## src/verilog/line_code_consts.svh

```systemverilog
// constants for the 8b10b character coder: reset values and code fields
// assumes inclusion by line_code_pkg.sv and the coder modules only
`ifndef LINE_CODE_CONSTS_SVH
`define LINE_CODE_CONSTS_SVH

`define TX_INIT_RD 0
`define RX_INIT_RD 0
`define X_LSB 0
`define Y_LSB 5
`define K28_X 5'h1c
`define K28_SIX 6'h0f
`define NEG_SIX 6'h38
`define POS_SIX 6'h07
`define NEG_FOUR 4'hc
`define POS_FOUR 4'h3
`define ALT7_FOUR 4'h7
`define PRI7_FOUR 4'he

`endif

```

## src/verilog/line_code_pkg.sv

```systemverilog
// types and code table functions shared by the coder modules
// assumes line_code_consts.svh is on the include path
`include "line_code_consts.svh"
package line_code_pkg;

  typedef logic [9:0] char_type;

  // six-bit codes for x = 31..0, negative column, abcdei
  localparam logic [191:0] SIX_TAB = {
    6'h2b, 6'h1e, 6'h2e, 6'h0e, 6'h36, 6'h16, 6'h26, 6'h33,
    6'h3a, 6'h1a, 6'h2a, 6'h0b, 6'h32, 6'h13, 6'h23, 6'h1b,
    6'h17, 6'h1c, 6'h2c, 6'h0d, 6'h34, 6'h15, 6'h25, 6'h39,
    6'h38, 6'h19, 6'h29, 6'h35, 6'h31, 6'h2d, 6'h1d, 6'h27};
  // four-bit codes for y = 7..0, negative column, fghj
  localparam logic [31:0] FOUR_TAB = {
    4'he, 4'h6, 4'ha, 4'hd, 4'hc, 4'h5, 4'h9, 4'hb};

  function automatic logic [2:0] ones(input logic [5:0] v);
    logic [2:0] n;
    n = 3'h0;
    for (int i = 0; i < 6; i++) begin
      n = n + {2'h0, v[i]};
    end
    return n;
  endfunction

  function automatic logic rd6(input logic [5:0] s, input logic rd);
    logic [2:0] n;
    n = ones(s);
    if (n > 3'h3) return 1'b1;
    if (n < 3'h3) return 1'b0;
    if (s == `POS_SIX) return 1'b1;
    if (s == `NEG_SIX) return 1'b0;
    return rd;
  endfunction

  function automatic logic rd4(input logic [3:0] f, input logic rd);
    logic [2:0] n;
    n = ones({2'h0, f});
    if (n > 3'h2) return 1'b1;
    if (n < 3'h2) return 1'b0;
    if (f == `POS_FOUR) return 1'b1;
    if (f == `NEG_FOUR) return 1'b0;
    return rd;
  endfunction

  function automatic logic k_legal(input logic [7:0] b);
    logic [4:0] x;
    logic [2:0] y;
    x = b[`X_LSB +: 5];
    y = b[`Y_LSB +: 3];
    return (x == `K28_X) || (y == 3'h7 && (x == 5'h17 || x == 5'h1b ||
           x == 5'h1d || x == 5'h1e));
  endfunction

  function automatic logic [5:0] enc6(input logic [4:0] x,
                                      input logic k, input logic rd);
    logic [5:0] c;
    c = k ? `K28_SIX : SIX_TAB[6*x +: 6];
    if (rd) begin
      if (c == `NEG_SIX) c = `POS_SIX;
      else if (ones(c) != 3'h3) c = ~c;
    end
    return c;
  endfunction

  function automatic logic [3:0] enc4(input logic [2:0] y, input logic k,
                                      input logic alt, input logic rd);
    logic [3:0] c;
    c = (y == 3'h7 && alt) ? `ALT7_FOUR : FOUR_TAB[4*y +: 4];
    if (rd) begin
      if (c == `NEG_FOUR) c = `POS_FOUR;
      else if (ones({2'h0, c}) != 3'h2) c = ~c;
    end else if (k && ones({2'h0, c}) == 3'h2 && c != `NEG_FOUR) begin
      c = ~c;
    end
    return c;
  endfunction

  function automatic char_type encode(input logic [7:0] b, input logic k,
                                      input logic rd);
    logic [4:0] x;
    logic [2:0] y;
    logic [5:0] s;
    logic m;
    logic alt;
    x = b[`X_LSB +: 5];
    y = b[`Y_LSB +: 3];
    s = enc6(x, k && x == `K28_X, rd);
    m = rd6(s, rd);
    alt = k || (!m && (x == 5'h11 || x == 5'h12 || x == 5'h14)) ||
          (m && (x == 5'h0b || x == 5'h0d || x == 5'h0e));
    return {s, enc4(y, k, alt, m)};
  endfunction

endpackage

```

## src/verilog/rd_calc.sv

```systemverilog
// running disparity of one character over its two sub-blocks
// assumes characters in abcdei fghj order, a at bit 9
`timescale 1ns/1ns
module rd_calc (
  input wire logic [9:0] char_i,
  input wire logic rd_i,
  output logic mid_o,
  output logic rd_o
);
  always_comb begin
    mid_o = line_code_pkg::rd6(char_i[9:4], rd_i);
    rd_o = line_code_pkg::rd4(char_i[3:0], mid_o);
  end
endmodule

```

## src/verilog/line_code.sv

```systemverilog
// 8b10b coder: byte to character encoder and character checker/decoder
// assumes link layer and deserialiser logic on clk_i, one character a clock
`timescale 1ns/1ns
`include "line_code_consts.svh"
module line_code #(
  parameter int TX_INIT_RD = `TX_INIT_RD,
  parameter int RX_INIT_RD = `RX_INIT_RD
) (
  input wire logic clk_i,
  input wire logic rstn_i,
  input wire logic tx_valid_i,
  input wire logic [7:0] tx_byte_i,
  input wire logic tx_k_i,
  output logic tx_valid_o,
  output logic [9:0] tx_char_o,
  output logic tx_err_o,
  output logic tx_rd_o,
  input wire logic rx_valid_i,
  input wire logic [9:0] rx_char_i,
  output logic rx_valid_o,
  output logic [7:0] rx_byte_o,
  output logic rx_k_o,
  output logic rx_err_o,
  output logic rx_rd_o
);
  generate
    if (TX_INIT_RD < 0 || TX_INIT_RD > 1 || RX_INIT_RD < 0 ||
        RX_INIT_RD > 1) begin : g_bad_init
      $error("initial disparity must be 0 or 1");
    end
  endgenerate

  typedef struct packed {
    logic [9:0] tx_char;
    logic tx_valid;
    logic tx_err;
    logic tx_rd;
    logic [7:0] rx_byte;
    logic rx_k;
    logic rx_valid;
    logic rx_err;
    logic rx_rd;
  } state_type;

  state_type st;
  state_type next_st;
  line_code_pkg::char_type tx_code;
  logic tx_rd_new;
  logic rx_rd_new;
  logic [7:0] rx_dec;
  logic hit_d;
  logic hit_k;

  // find the byte whose sub-blocks appear in either disparity column
  function automatic logic [7:0] decode(input logic [9:0] c);
    logic [4:0] x;
    logic [2:0] y;
    logic kk;
    logic up;
    x = 5'h00;
    y = 3'h0;
    kk = c[9:4] == `K28_SIX || c[9:4] == ~`K28_SIX;
    up = c[9:4] == `K28_SIX;
    for (int i = 0; i < 32; i++) begin
      for (int r = 0; r < 2; r++) begin
        if (line_code_pkg::enc6(5'(i), 1'b0, 1'(r)) == c[9:4]) begin
          x = 5'(i);
        end
      end
    end
    if (kk) x = `K28_X;
    // control 28 codes share patterns across y; its six-bit fixes the column
    for (int j = 0; j < 8; j++) begin
      for (int m = 0; m < 8; m++) begin
        if (m[2] == kk && (!kk || m[0] == up) &&
            line_code_pkg::enc4(3'(j), m[2], m[1], m[0]) == c[3:0]) begin
          y = 3'(j);
        end
      end
    end
    return {y, x};
  endfunction

  always_comb begin
    tx_code = line_code_pkg::encode(tx_byte_i, tx_k_i, st.tx_rd);
  end

  rd_calc u_tx_rd (
    .char_i(tx_code),
    .rd_i(st.tx_rd),
    .mid_o(),
    .rd_o(tx_rd_new)
  );

  rd_calc u_rx_rd (
    .char_i(rx_char_i),
    .rd_i(st.rx_rd),
    .mid_o(),
    .rd_o(rx_rd_new)
  );

  always_comb begin
    rx_dec = decode(rx_char_i);
    hit_d = line_code_pkg::encode(rx_dec, 1'b0, st.rx_rd) == rx_char_i;
    hit_k = line_code_pkg::k_legal(rx_dec) &&
            line_code_pkg::encode(rx_dec, 1'b1, st.rx_rd) == rx_char_i;
  end

  always_comb begin
    next_st = st;
    next_st.tx_valid = 1'b0;
    next_st.tx_err = 1'b0;
    next_st.rx_valid = 1'b0;
    next_st.rx_err = 1'b0;
    // characters leave in acceptance order, one per clock
    if (tx_valid_i) begin
      if (tx_k_i && !line_code_pkg::k_legal(tx_byte_i)) begin
        next_st.tx_err = 1'b1;
      end else begin
        next_st.tx_char = tx_code;
        next_st.tx_valid = 1'b1;
        next_st.tx_rd = tx_rd_new;
      end
    end
    if (rx_valid_i) begin
      next_st.rx_valid = 1'b1;
      next_st.rx_byte = rx_dec;
      next_st.rx_k = hit_k;
      next_st.rx_err = !(hit_d || hit_k);
      next_st.rx_rd = rx_rd_new;
    end
  end

  always_ff @(posedge clk_i or negedge rstn_i) begin
    if (!rstn_i) begin
      st <= '{tx_char: 10'h000, tx_valid: 1'b0, tx_err: 1'b0,
              tx_rd: 1'(TX_INIT_RD), rx_byte: 8'h00, rx_k: 1'b0,
              rx_valid: 1'b0, rx_err: 1'b0,
              rx_rd: 1'(RX_INIT_RD)};
    end else begin
      st <= next_st;
    end
  end

  always_comb begin
    tx_valid_o = st.tx_valid;
    tx_char_o = st.tx_char;
    tx_err_o = st.tx_err;
    tx_rd_o = st.tx_rd;
    rx_valid_o = st.rx_valid;
    rx_byte_o = st.rx_byte;
    rx_k_o = st.rx_k;
    rx_err_o = st.rx_err;
    rx_rd_o = st.rx_rd;
  end
endmodule

```

## config.mk

```make
export PLATFORM = sky130hd
export DESIGN_NAME = line_code
export DESIGN_NICKNAME = d
export VERILOG_FILES = /design/src/verilog/line_code_pkg.sv /design/src/verilog/rd_calc.sv /design/src/verilog/line_code.sv
export VERILOG_INCLUDE_DIRS = /design/src /design/src/verilog
export SDC_FILE = /design/constraint.sdc
export NUM_CORES = 1
export LEC_CHECK = 0
export BUFFER_PORTS_ARGS = -buffer_cell sky130_fd_sc_hd__buf_2
export CORE_ASPECT_RATIO = 1.75
export CORE_MARGIN = 10
export CORE_UTILIZATION = 50
export DETAILED_ROUTE_END_ITERATION = 16
export HOLD_SLACK_MARGIN = 0.05
export PLACE_DENSITY = 0.68
export SLEW_MARGIN = 15
export SYNTH_ARGS = -nofsm -noshare
export SYNTH_HDL_FRONTEND = slang
export SYNTH_SLANG_ARGS = --single-unit
```

## constraint.sdc

```tcl
create_clock -name clk_i -period 11.6 [get_ports clk_i]
set_clock_uncertainty 0.05 [all_clocks]
set_input_delay 1.74 -clock clk_i [delete_from_list [all_inputs] [get_ports clk_i]]
set_output_delay 1.74 -clock clk_i [all_outputs]
set_load 0.01 [all_outputs]
```

**Yosys cells after proc, flatten, opt, wreduce, memory -nomap -nowiden**

Index checks and enable logic that the tools add are counted.
Widths: inputs -> output; s select.

- Add/subtract/negate cells: 50
- Multiply operators: 2
- Magnitude comparators: 12
- Equal/unequal tests: 112
- Shift operators: 4
- Muxes and demuxes: 215
- Bitwise operators: 9
- Reduce and logical (&&, ||, !) cells: 81

Operators with widths:

| kind | count |
|---|---|
| $shiftx 192x9->6 const A | 2 |
| $mux 5 | 44 |
| $eq 6x6->1 const A | 22 |
| $mux 1 | 113 |
| $mux 3 | 33 |
| $add 3x1->3 | 28 |
| $eq 5x5->1 const B | 16 |
| $eq 5x6->1 const A | 13 |
| $mux 6 | 11 |
| $shiftx 32x6->4 const A | 2 |
| $mux 4 | 14 |
| $logic_and 1x1->1 | 50 |
| $eq 6x6->1 const B | 8 |
| $eq 4x6->1 const A | 6 |
| $add 2x1->3 | 10 |
| $eq 5x4->1 const B | 6 |
| $add 1x1->2 | 12 |
| $eq 4x4->1 const A | 6 |
| $eq 6x3->1 const B | 4 |
| $logic_or 1x1->1 | 23 |
| $eq 10x10->1 | 2 |
| $eq 4x4->1 const B | 5 |
| $eq 3x6->1 const A | 3 |
| $gt 3x2->1 const B | 6 |
| 17 further kinds | 46 |

- Register bits after elaboration: 25
- Bits of input ports: 23
- Output and inout port bits: 25
- Word-level logic and storage cells: 494

**Logic depth before layout (Yosys ltp)**

- Depth in word-level cells: 90
- Depth in mapped cells: 54
- Gate-level depth less buffers: 52

**Modules after synthesis**

From an unflattened synthesis, not the netlist that was laid out.

- Cells, all modules: 852
- Area total of the unflattened synthesis: 6211.0 µm²

By module, submodules not included:

| module | instances | cells an instance | area each (µm²) | sequential area each (µm²) |
|---|---|---|---|---|
| line_code | 1 | 782 | 5612.9 | 625.6 |
| rd_calc | 2 | 35 | 299.0 | 0.0 |

**Worst setup path before layout**

Ideal clock, no wire load.

- Path type: input to register
- From: in rx_char_i[5]
- To: reg st (netlist bit rx_err_o)
- Setup time: 0.126 ns
- Arrival time: 12.628 ns
- Data required time: 11.424 ns
- Slack: -1.204 ns
- Cell stages on the path: 46
- Path buffers: 0
- Cell sequence: inv_1 ha_1 or3b_2 nor2_1 nor3_1 a211o_1 a21oi_1 inv_1 ha_1 a22o_1 a21oi_1 inv_1 fa_1 inv_1 fa_1 inv_1 ha_1 inv_1 (+10 left out) nand2_1 nor4_1 a311o_1 nor2_2 mux2_2 and2_1 fa_1 inv_1 ha_1 ha_1 and2_1 nand2_1 a21oi_1 o211a_1 a211oi_1 xnor2_1 nand3_1 o311a_1

RTL lines:

| element | RTL line | RTL |
|---|---|---|
| start, declared | line_code.sv:19 | `input wire logic [9:0] rx_char_i,` |
| end signal, assigned | line_code.sv:136 | `st <= '{tx_char: 10'h000, tx_valid: 1'b0, tx_err: 1'b0,` |
| end signal, assigned | line_code.sv:141 | `st <= next_st;` |
| end, declared | line_code.sv:45 | `state_type st;` |

==> flow_metrics.py <==
metrics = {
    "synth": {
        "async_reset_ff_share_pct": 100.0,
        "yosys-mux-area-fraction_pct": 4.322,
        "syn_inst": 810,
        "yosys.area_share.adder_pct": 19.39,
        "ys_top_cells_by_area": "ha_1 (10%), dfrtp_1 (10%), fa_1 (8.6%)",
        "post-synth-top-count-cell": "nand2_1",
        "synthDominantCellAreaShare_pct": 10.50,
        "synth_fp_nets": 910,
        "synth_top_family_by_area": "compound AO/OA/AOI/OAI gates",
        "yosysUniqueCellTypes": 96,
        "yosysSeqAreaShare_pct": 10.29,
        "synth_top_cell_by_area": "ha_1",
        "synth_ff_type": "dfrtp_1",
        "synth_simple_gate_area_share_pct": 25.68,
        "synth_seq_cells": 25,
        "synth_area_per_cell_um2": 7.506,
        "ys_warn_count": 0,
        "synth_compound_area_share_pct": 26.61,
        "synth_common_cells": "nand2_1 (81), inv_1 (74), nor2_1 (65)",
        "synth_edf_count": 0,
        "synth_xor_area_share_pct": 5.330,
        "syn-cell-area_mm2": 0.006080,
    },
    "grt": {
        "grt_util_all_layers_pct": 24.81,
        "grt_pass1_wl_um": 35110,
        "grt_pass1_vias": 7285,
        "grt_max_degree": 26,
        "gr-total-overflow": 0,
        "antenna_found_initial": 0,
    },
    "job": {
        "maxCapViolCount": 0,
    },
    "setup_path": {
        "cp.depth": 46,
        "crit_buf_inv": 8,
        "arrival_ns": 11.71,
        "cp_top_family": "adder cells",
        "cp_common_cell": "fa_1",
        "r2r_cells": 32,
        "worst-setup-path-type": "input pin to register",
        "critPathLaunchType": "input pin",
        "cp_max_fo": 3,
        "slowest_delay_ns": 0.59,
        "cp-end-kind": "register",
        "cp.required_ns": 11.70,
        "cp_slowest_cell": "fa_1",
    },
    "hold_path": {
        "holdPathStages": 2,
        "hold_class": "register to register",
    },
    "final_layout": {
        "layout.area.seq_um2": 625.6,
        "fillCellCount": 1050,
        "layout-drive-gt1-share_pct": 33.43,
        "antennaDiodeCount": 0,
        "syn2layout_area_growth_pct": 33.20,
        "multi_input_area_mm2": 0.005320,
        "finalNetCount": 1097,
    },
    "timing": {
        "fin_hold_ws_ns": 0.4382,
        "setup_slack_ns": -0.009218,
        "slew_viol_final": 0,
        "period_share_pct": 100.1,
        "setup_viol": 1,
        "worst_pin_slew_ns": 1.049,
        "relSlewSlack_pct": 29.95,
        "hold_viol_final": 0,
        "period_minus_slack_ns": 11.61,
        "rsz0062_at_grt": "yes",
        "fmax_mhz": 86.14,
    },
    "clocking": {
        "clkLatencyLatePin_ns": 0.26,
        "path_clk_slew_ns": 0.06,
        "cts-buffers-inserted": 3,
        "clockBufferDepth": 2,
        "cts_tree": "built",
        "root_buffer": "clkbuf_16",
        "cts_sinks": 25,
        "cts_max_level": 1,
    },
    "floorplan": {
        "core_mm2": 0.01194,
        "die_w_um": 103.4,
        "num_rows": 53,
        "die_area_mm2": 0.01714,
        "ios": 48,
        "die_h_um": 165.9,
        "start_util_pct": 50.93,
    },
    "detailed_routing": {
        "drtIter0Drc": 415,
        "drcViolationCount": 0,
        "dr_total_vias": 7076,
        "drt_wl_total_um": 21970,
        "drt-vias-per-instance": 6.245,
        "drt_pass1_iterations": 5,
        "wire_per_inst_um": 19.39,
        "ant_nets": 0,
    },
    "status": {
        "status": "complete, but fails checks",
        "violations": "negative setup slack",
    },
    "placement": {
        "routabilityCongestion": 0.9520,
        "numPortBuffers": 47,
        "place.detailed.hpwl_um": 17850,
    },
}
[repair_timing]
item	CTS	global route
buffers inserted	20	6
resized for setup	47	26
pin swaps	39	17
hold buffers	0	0
setup endpoints to repair	1	2
cloned	0	0
[kinds of logic (layout without fill, tap and decap cells)]
| group | Yosys count | count (layout) |
|---|---|---|
| adders and majority gates | 79 | 79 |
| muxes | 23 | 23 |
| DFF | 25 | 25 |
| AOI/OAI and AO/OA | 223 | 223 |
| xor gates and xnor gates | 37 | 37 |
| buffers and inverters | 122 | 308 |
| and+or+nand+nor | 301 | 301 |
[final cells by class]
cell class	instances	area share (%)
multi-input cells	663	65.70
repair buffers	225	19.75
flip-flops and latches	25	7.726
inverters	79	3.724
well taps	137	2.117
clock buffers	3	0.9271
clock inverters	1	0.06180
[worst register-to-register path, delay by kind of cell, from the launching register on]
family | cells | cell delay [ns]
fa+ha+maj | 10 | 3.34
simple gates | 8 | 1.57
mux | 2 | 0.84
buf+inv | 7 | 0.74
compound gates | 5 | 0.71
flops | 1 | 0.52
[layout by cell type, fill, tap and decap left out, types with 6 or more instances in the layout]
master	count
inv_2	11
inv_1	64
xnor2_1	36
a21oi_1	36
buf_4	175
a211oi_1	7
o21ai_0	35
mux2_2	11
buf_2	45
nand2b_1	11
o31ai_1	6
nor3_1	21
nor2b_1	7
ha_1	39
nand2_1	79
nor2_1	60
dfrtp_1	25
fa_1	26
and3_1	11
and2_1	8
o21ai_1	6
nand3_1	33
a31oi_1	13
ha_4	8
o22ai_1	7
[sequential cells by signal, summed over array words and instances, names as in the netlist]
register / cells
tx_valid_o: 1
rx_byte_o: 8
tx_char_o: 10
rx_valid_o: 1
rx_rd_o: 1
rx_err_o: 1
tx_err_o: 1
rx_k_o: 1
tx_rd_o: 1
[per-stage QoR]
| step | setup WS, ns | cells | cell area, um^2 | TNS, ns | utilization [%] |
|---|---|---|---|---|---|
| finish | -0.009218 | 1133 | 8098 | -0.009218 | 67.84 |
| detailed placement | -0.7618 | 1103 | 7530 | -0.7839 | 63.08 |
| global route | -0.3614 | 1133 | 8098 | -0.3910 | 67.84 |
| floorplan | -0.1744 | 810 | 6207 | -0.1744 | - |
| CTS | -0.04430 | 1127 | 7950 | -0.04430 | 66.60 |
| global placement | -0.4101 | 1103 | 7530 | -0.4101 | 63.08 |
[metal layers]
metal / part of all wire, % / track usage (%)
met4: 6.2 / 12.89
met2: 55 / 47.90
met1: 34 / 23.84
met3: 4.4 / 3.082
met5: 0 / 0
[final timing paths]
check,start,to,slack (ns)
max in group asynchronous,rstn_i,rx_err_o$_DFF_PN0_,9.70
max,rx_char_i[4],rx_err_o$_DFF_PN0_,-0.009
min reg2reg,tx_char_o[4]$_DFFE_PN0P_,tx_char_o[4]$_DFFE_PN0P_,0.44
min,tx_char_o[4]$_DFFE_PN0P_,tx_char_o[4]$_DFFE_PN0P_,0.44
max reg2reg,tx_rd_o$_DFFE_PN0P_,tx_rd_o$_DFFE_PN0P_,3.76
min in group asynchronous,rstn_i,tx_char_o[5]$_DFFE_PN0P_,1.42
Power is not shown: default switching activity piles up to over one toggle a cycle in this logic, so the estimate is an artifact.
